File: src/pkg/lcgsel_map.svh
`ifndef LCGSEL_MAP_SVH
`define LCGSEL_MAP_SVH

// word addresses, not byte addresses, on the register bus
`define LCGSEL_OFF_C1_GATE1 4'h0
`define LCGSEL_OFF_C1_GATE2 4'h1
`define LCGSEL_OFF_C1_GATE3 4'h2
`define LCGSEL_OFF_C1_GATE4 4'h3
`define LCGSEL_OFF_C2_GATE1 4'h4
`define LCGSEL_OFF_C2_GATE2 4'h5
`define LCGSEL_OFF_C2_GATE3 4'h6
`define LCGSEL_OFF_C2_GATE4 4'h7
`define LCGSEL_OFF_MIRROR 4'h8

// pair layout inside one gate select byte: input n uses bits 2n-1 (true) and 2n-2 (inverted)
`define LCGSEL_BIT_IN4_TRUE 7
`define LCGSEL_BIT_IN4_INV 6
`define LCGSEL_BIT_IN3_TRUE 5
`define LCGSEL_BIT_IN3_INV 4
`define LCGSEL_BIT_IN2_TRUE 3
`define LCGSEL_BIT_IN2_INV 2
`define LCGSEL_BIT_IN1_TRUE 1
`define LCGSEL_BIT_IN1_INV 0
`define LCGSEL_BIT_MIRROR_C2 1
`define LCGSEL_BIT_MIRROR_C1 0

`define LCGSEL_RST_SELECT 8'h00
`define LCGSEL_RST_MIRROR 2'h0
`define LCGSEL_READ_LATENCY 1

`endif

File: src/pkg/lcgsel_pkg.sv
package lcgsel_pkg;
    typedef logic [7:0] lcgsel_byte_type;
    typedef logic [3:0] lcgsel_data_type;
    typedef enum logic [1:0] {
        LCGSEL_IDLE = 2'b00,
        LCGSEL_ANSWER = 2'b01
    } lcgsel_bus_state_type;
endpackage

File: src/hw/lcgsel_gate_steer.sv
`timescale 1ns/1ps
// one gate: each data input may feed the gate as true form, inverted form, both or neither
module lcgsel_gate_steer
    import lcgsel_pkg::*;
(
    input wire lcgsel_pkg::lcgsel_byte_type selectBits,
    input wire lcgsel_pkg::lcgsel_data_type dataIn,
    output logic [7:0] gateTerms
);
    import lcgsel_pkg::*;
    `include "lcgsel_map.svh"

    genvar n;
    generate
        for (n = 0; n < 4; n++) begin : g_pair
            // a cleared bit contributes 0 so the gate sees that form as excluded
            assign gateTerms[2*n+1] = selectBits[2*n+1] & dataIn[n];
            assign gateTerms[2*n] = selectBits[2*n] & ~dataIn[n];
        end
    endgenerate
endmodule // lcgsel_gate_steer

File: src/hw/lcgsel_sync2.sv
`timescale 1ns/1ps
// two-flop synchroniser for the cell outputs arriving from the cell logic
module lcgsel_sync2 (
    input wire logic sys_clk,
    input wire logic rst_n,
    input wire logic [1:0] asyncIn,
    output logic [1:0] syncOut
);
    logic [1:0] stageOne_reg;
    logic [1:0] stageTwo_reg;

    always_ff @(posedge sys_clk or negedge rst_n) begin
        if (!rst_n) begin
            stageOne_reg <= 2'h0;
            stageTwo_reg <= 2'h0;
        end else begin
            stageOne_reg <= asyncIn;
            stageTwo_reg <= stageOne_reg;
        end
    end

    assign syncOut = stageTwo_reg;
endmodule // lcgsel_sync2

File: src/hw/lcgsel_top.sv
// Decided for this implementation: the Avalon-MM slave port and the register offsets.
`timescale 1ns/1ps
module lcgsel_top
    import lcgsel_pkg::*;
(
    input wire logic sys_clk,
    input wire logic rst_n,
    input wire logic [3:0] avs_address,
    input wire logic avs_read,
    input wire logic avs_write,
    input wire logic [31:0] avs_writedata,
    input wire logic [3:0] avs_byteenable,
    output logic [31:0] avs_readdata,
    output logic avs_waitrequest,
    output logic [1:0] avs_response,
    input wire lcgsel_pkg::lcgsel_data_type cell1DataIn,
    input wire lcgsel_pkg::lcgsel_data_type cell2DataIn,
    input wire logic cell1_output,
    input wire logic cell2_output,
    output logic [7:0] cell1Gate1Terms,
    output logic [7:0] cell1Gate2Terms,
    output logic [7:0] cell1Gate3Terms,
    output logic [7:0] cell1Gate4Terms,
    output logic [7:0] cell2Gate1Terms,
    output logic [7:0] cell2Gate2Terms,
    output logic [7:0] cell2Gate3Terms,
    output logic [7:0] cell2Gate4Terms,
    output logic [7:0] cell1Gate4Signal,
    output logic [7:0] cell2Gate4Signal
);
    import lcgsel_pkg::*;
    `include "lcgsel_map.svh"

    // eight select bytes: index = cell*4 + gate
    lcgsel_byte_type select_reg [0:7];
    lcgsel_byte_type select_next [0:7];
    lcgsel_bus_state_type busState_reg;
    lcgsel_bus_state_type busState_next;
    logic [31:0] readData_reg;
    logic [31:0] readData_next;
    logic [1:0] response_reg;
    logic [1:0] response_next;
    logic [1:0] mirrorSync;
    logic [7:0] mirrorByte;
    logic [7:0] c1Terms [0:3];
    logic [7:0] c2Terms [0:3];

    wire hitSelect = (avs_address < `LCGSEL_OFF_MIRROR);
    wire hitMirror = (avs_address == `LCGSEL_OFF_MIRROR);
    wire hitAny = hitSelect | hitMirror;
    wire [2:0] selIndex = avs_address[2:0];
    wire request = avs_read | avs_write;
    wire answering = (busState_reg == LCGSEL_ANSWER);
    // only the low byte lane carries register data
    wire writeLane = avs_byteenable[0];
    // a write lands on the edge that samples waitrequest low, where the master completes it
    wire doWrite = answering & avs_write & hitSelect & writeLane;

    // cell outputs cross from the cell logic, so they pass two flops first
    lcgsel_sync2 u_sync (
        .sys_clk(sys_clk),
        .rst_n(rst_n),
        .asyncIn({cell2_output, cell1_output}),
        .syncOut(mirrorSync)
    );

    // unimplemented upper bits forced low
    assign mirrorByte = {6'h00, mirrorSync[1], mirrorSync[0]};

    genvar g;
    generate
        for (g = 0; g < 4; g++) begin : g_gate
            lcgsel_gate_steer u_c1 (
                .selectBits(select_reg[g]),
                .dataIn(cell1DataIn),
                .gateTerms(c1Terms[g])
            );
            lcgsel_gate_steer u_c2 (
                .selectBits(select_reg[g+4]),
                .dataIn(cell2DataIn),
                .gateTerms(c2Terms[g])
            );
        end
    endgenerate

    assign cell1Gate1Terms = c1Terms[0];
    assign cell1Gate2Terms = c1Terms[1];
    assign cell1Gate3Terms = c1Terms[2];
    assign cell1Gate4Terms = c1Terms[3];
    assign cell2Gate1Terms = c2Terms[0];
    assign cell2Gate2Terms = c2Terms[1];
    assign cell2Gate3Terms = c2Terms[2];
    assign cell2Gate4Terms = c2Terms[3];
    // gate 4 product lanes in true/inverted pairs, input 4 at the top
    assign cell1Gate4Signal = {
        c1Terms[3][`LCGSEL_BIT_IN4_TRUE], c1Terms[3][`LCGSEL_BIT_IN4_INV],
        c1Terms[3][`LCGSEL_BIT_IN3_TRUE], c1Terms[3][`LCGSEL_BIT_IN3_INV],
        c1Terms[3][`LCGSEL_BIT_IN2_TRUE], c1Terms[3][`LCGSEL_BIT_IN2_INV],
        c1Terms[3][`LCGSEL_BIT_IN1_TRUE], c1Terms[3][`LCGSEL_BIT_IN1_INV]
    };
    assign cell2Gate4Signal = {
        c2Terms[3][`LCGSEL_BIT_IN4_TRUE], c2Terms[3][`LCGSEL_BIT_IN4_INV],
        c2Terms[3][`LCGSEL_BIT_IN3_TRUE], c2Terms[3][`LCGSEL_BIT_IN3_INV],
        c2Terms[3][`LCGSEL_BIT_IN2_TRUE], c2Terms[3][`LCGSEL_BIT_IN2_INV],
        c2Terms[3][`LCGSEL_BIT_IN1_TRUE], c2Terms[3][`LCGSEL_BIT_IN1_INV]
    };

    // select byte write; writes to the mirror fall through untouched
    always_comb begin
        for (int i = 0; i < 8; i++) begin
            select_next[i] = select_reg[i];
        end
        if (doWrite) begin
            select_next[selIndex] = avs_writedata[7:0];
        end
    end

    // one-cycle answer state: request taken in idle, answered the next cycle
    always_comb begin
        busState_next = busState_reg;
        readData_next = readData_reg;
        response_next = response_reg;
        case (busState_reg)
            LCGSEL_IDLE: begin
                if (request) begin
                    busState_next = LCGSEL_ANSWER;
                    response_next = hitAny ? 2'h0 : 2'h2;
                    if (avs_read && hitSelect) begin
                        readData_next = {24'h000000, select_reg[selIndex]};
                    end else if (avs_read && hitMirror) begin
                        readData_next = {24'h000000, mirrorByte};
                    end else begin
                        readData_next = 32'h00000000;
                    end
                end
            end
            LCGSEL_ANSWER: begin
                busState_next = LCGSEL_IDLE;
            end
            default: begin
                busState_next = LCGSEL_IDLE;
            end
        endcase
    end

    always_ff @(posedge sys_clk or negedge rst_n) begin
        if (!rst_n) begin
            for (int i = 0; i < 8; i++) begin
                select_reg[i] <= `LCGSEL_RST_SELECT;
            end
        end else begin
            for (int i = 0; i < 8; i++) begin
                select_reg[i] <= select_next[i];
            end
        end
    end

    always_ff @(posedge sys_clk or negedge rst_n) begin
        if (!rst_n) begin
            busState_reg <= LCGSEL_IDLE;
            readData_reg <= 32'h00000000;
            response_reg <= 2'h0;
        end else begin
            busState_reg <= busState_next;
            readData_reg <= readData_next;
            response_reg <= response_next;
        end
    end

    // stall every request in its first cycle so read data comes from a flop
    assign avs_waitrequest = (busState_reg == LCGSEL_IDLE);
    assign avs_readdata = readData_reg;
    assign avs_response = response_reg;
endmodule // lcgsel_top

File: config.mk
export PLATFORM = sky130hd
export DESIGN_NAME = lcgsel_top
export DESIGN_NICKNAME = d
export VERILOG_FILES = /design/src/pkg/lcgsel_pkg.sv /design/src/hw/lcgsel_gate_steer.sv /design/src/hw/lcgsel_sync2.sv /design/src/hw/lcgsel_top.sv
export VERILOG_INCLUDE_DIRS = /design/src /design/src/pkg
export SDC_FILE = /design/constraint.sdc
export NUM_CORES = 1
export LEC_CHECK = 0
export ABC_AREA = 1
export BUFFER_PORTS_ARGS = -buffer_cell sky130_fd_sc_hd__buf_2
export CORE_UTILIZATION = 45
export DETAILED_ROUTE_END_ITERATION = 12
export GPL_TIMING_DRIVEN = 0
export PLACE_DENSITY_LB_ADDON = 0.25
export RECOVER_POWER = 25
export SETUP_SLACK_MARGIN = 0.1
export SYNTH_ARGS = -nofsm -noshare
export SYNTH_HDL_FRONTEND = slang
export SYNTH_HIERARCHICAL = 1
export SYNTH_SLANG_ARGS = --single-unit
File: constraint.sdc
create_clock -name sys_clk -period 1.4 [get_ports sys_clk]
set_input_delay 0.07 -clock sys_clk [delete_from_list [all_inputs] [get_ports sys_clk]]
set_output_delay 0.07 -clock sys_clk [all_outputs]
set_load 0.02 [all_outputs]
==> impl_metrics.py <==
metrics = {
    "drt": {
        "drt_iter0_drc": 398,
        "wl_per_cell_um": 14.98,
        "via_per_inst": 5.022,
        "vias": 4530,
        "postRouteAntennaNets": 0,
        "drc": 0,
        "wirelength_um": 13510,
        "dr.pass1.iters": 6,
    },
    "clock_tree": {
        "ctsHtreeMaxLevel": 3,
        "cts-buffers-inserted": 9,
        "clock_tree.buffer_depth": 2,
        "clkTransAtPathRegs_ps": 80,
        "root_buffer": "clkbuf_8",
        "clk_latency_ps": 360,
        "cts_tree": "yes",
        "cts_num_sinks": 78,
    },
    "cells_and_area": {
        "nets": 840,
        "final_area_sq_um": 6117,
        "final_util": 0.6652,
        "area_growth_pct": 43.46,
        "antenna_cells": 0,
        "layout-drive-gt1-share": 0.3641,
        "largest_reg_flops": 64,
    },
    "setup_path": {
        "worstSetupPathType": "reg -> reg",
        "rrSetupSlack_ps": -110,
        "reg2reg_to": "select_reg[12]",
        "required_ps": 1670,
        "reg2reg_from": "busState_reg[0]",
        "start_kind": "flop",
        "reg2reg_depth": 8,
        "cp_data_arrival_time_ps": 1780,
        "cp_slowest_cell": "dfrtp_1",
        "slowest_delay_ps": 370,
        "cp-end-kind": "flop",
        "worstPathCellList": "inv_2 -> nor3_4 -> buf_12 -> buf_12 -> buf_8 -> nand3_4 -> buf_4 -> o21ai_0",
        "critPathMostFrequentCell": "buf_12",
        "path_max_fanout": 7,
    },
    "yosys": {
        "yosys_warnings": 6,
        "synth_top_family_by_area": "simple AND/OR/NAND/NOR gates",
        "ys_ff_latch": 78,
        "synth_compound_area_frac": 0.1232,
        "synth_area_leader_cell": "dfrtp_1",
        "netlist_area_sq_um": 4264,
        "synth-simple-area-share": 0.2295,
        "synth_top_area_frac": 0.4577,
        "ys_types": 18,
        "avgSynthCellArea_sq_um": 7.191,
        "synth.yosys.seq_area_share": 0.4577,
        "synth_top_cells_by_area": "dfrtp_1, nand2_1, o21ai_0, inv_1, buf_4",
        "syn_inst": 593,
        "synthMuxAreaShare": 0,
        "synth_fa_ha_area_frac": 0,
        "synthXorXnorAreaFrac": 0,
    },
    "timing": {
        "final.setup_skew_ps": 15.95,
        "setup_viol": 36,
        "rsz0062_at_grt": "yes",
        "max_freq_mhz": 661.0,
        "hold_viol": 0,
        "worstMarginPinSlew_ps": 860.0,
        "period_share": 1.081,
        "fin_crit_ps": 1513,
        "relSlewSlack": 0.4228,
        "holdWs_ps": 42.90,
        "slew_viol_final": 0,
        "setup_ws_ps": -112.9,
        "fin_setup_tns_ps": -1417,
    },
    "worst_hold_path": {
        "hold_path_depth": 3,
        "min_to": "avs_response[1]",
        "hold_class": "in -> reg",
        "min_from": "avs_address[3]",
    },
    "placement": {
        "placed_area_sq_um": 5109,
        "dp_hpwl_um": 8615,
        "io_buffers": 116,
        "gp_congestion": 0.8368,
    },
    "floorplan": {
        "io_pins": 169,
        "num_rows": 35,
        "fp.dieW_um": 99.35,
        "start_util": 0.4637,
        "die_area_sq_um": 9869,
        "die_h_um": 99.35,
        "coreArea_sq_um": 9196,
    },
    "run_status": {
        "status": "finished with violations",
        "violations": "negative setup slack",
    },
    "grt": {
        "track_usage": 0.2635,
        "grt_pass1_vias": 3956,
        "gr-total-overflow": 0,
        "grt_start_max_net_pins": 76,
        "grt_pass1_wl_um": 19890,
        "antenna_found_initial": 0,
    },
    "pwr": {
        "p_per_area_nw_per_um2": 1019,
        "ir_worst_vdd_mv": 0.4661,
        "p_leak_uw": 0.003529,
    },
    "job": {
        "max_cap_viol_count": 0,
    },
}
[critical path, delay by kind of cell, from the launching register on]
kind,cells,cell delay [ps]
compound gates,1,160
simple gates,2,270
flops,1,370
buf+inv,5,630
[Yosys cell counts (all sizes together)]
| master | n |
|---|---|
| o21ai | 84 |
| nand2 | 179 |
| inv | 107 |
| dfrtp | 78 |
| nor3 | 3 |
| clkbuf | 2 |
| nand3 | 18 |
| buf | 55 |
| o211ai | 6 |
| a21oi | 12 |
| nor2 | 47 |
| conb | 1 |
| nand4 | 1 |
[placed cells by master (no fill, tap or decap), drive strengths merged, types with 6 or more instances in the layout]
master	Yosys	layout
buf	55	205
nand2	179	179
o211ai	6	6
conb	1	25
clkbuf	2	18
nand3	18	18
dfrtp	78	78
o21ai	84	84
a21oi	12	12
inv	107	106
nor2	47	47
[stage by stage]
step / total power [uW] / std cells / worst slack, ps
global placement: 4221 / 844 / -269.8
CTS: 6043 / 884 / -45.00
global route: 6511 / 902 / -201.6
floorplan: 3750 / 617 / 41.39
detailed placement: 4288 / 845 / -319.4
finish: 6231 / 902 / -112.9
[how the worst max path moves through the flow]
stage | from | end | slack [ps] | cells after the start
floorplan | busState_reg[0] | select_reg[14] | 40 | 6
global placement | busState_reg[0] | select_reg[53] | -270 | 6
detailed placement | busState_reg[0] | select_reg[59] | -320 | 5
CTS | busState_reg[0] | select_reg[9] | -40 | 9
global route | busState_reg[0] | select_reg[9] | -200 | 9
finish | busState_reg[0] | select_reg[12] | -110 | 8
[layout make-up]
class,instances,area [sq um]
Inverter,107,405.4
Sequential cell,78,1952
Timing Repair Buffer,158,1084
Clock inverter,5,58.81
Multi-Input combinational cell,375,1872
Tap cell,111,138.9
Fill cell,780,3079
Clock buffer,11,141.4
Buffer,57,465.4
[power by group]
group	leakage [uW]	total [uW]	switching, uW	internal [uW]
registers	0.00104	2810	270	2540
logic	0.00240	1690	1050	640
clock network	0.0000955	1730	857	873
[metal layers]
layer / wire length (um) / track usage / up-vias
met2: 6356 / 0.4257 / 281
li1: - / - / 2133
met1: 5430 / 0.3532 / 2072
met3: 1287 / 0.04287 / 44
met5: 0 / 0 / -
met4: 438 / 0.1120 / 0
[cells by family after synthesis]
group / count (synthesis)
buf+inv: 164
other cells: 1
simple gates: 248
compound gates: 102
flops: 78
[what timing repair did]
item,CTS,global route
hold endpoints to repair,80,0
hold buffers,3,0
setup endpoints to repair,70,78
setup buffers,16,15
pin swaps,1,0
gates cloned,4,3
gates resized for setup,77,85
Power figures use the tool's default switching activity.
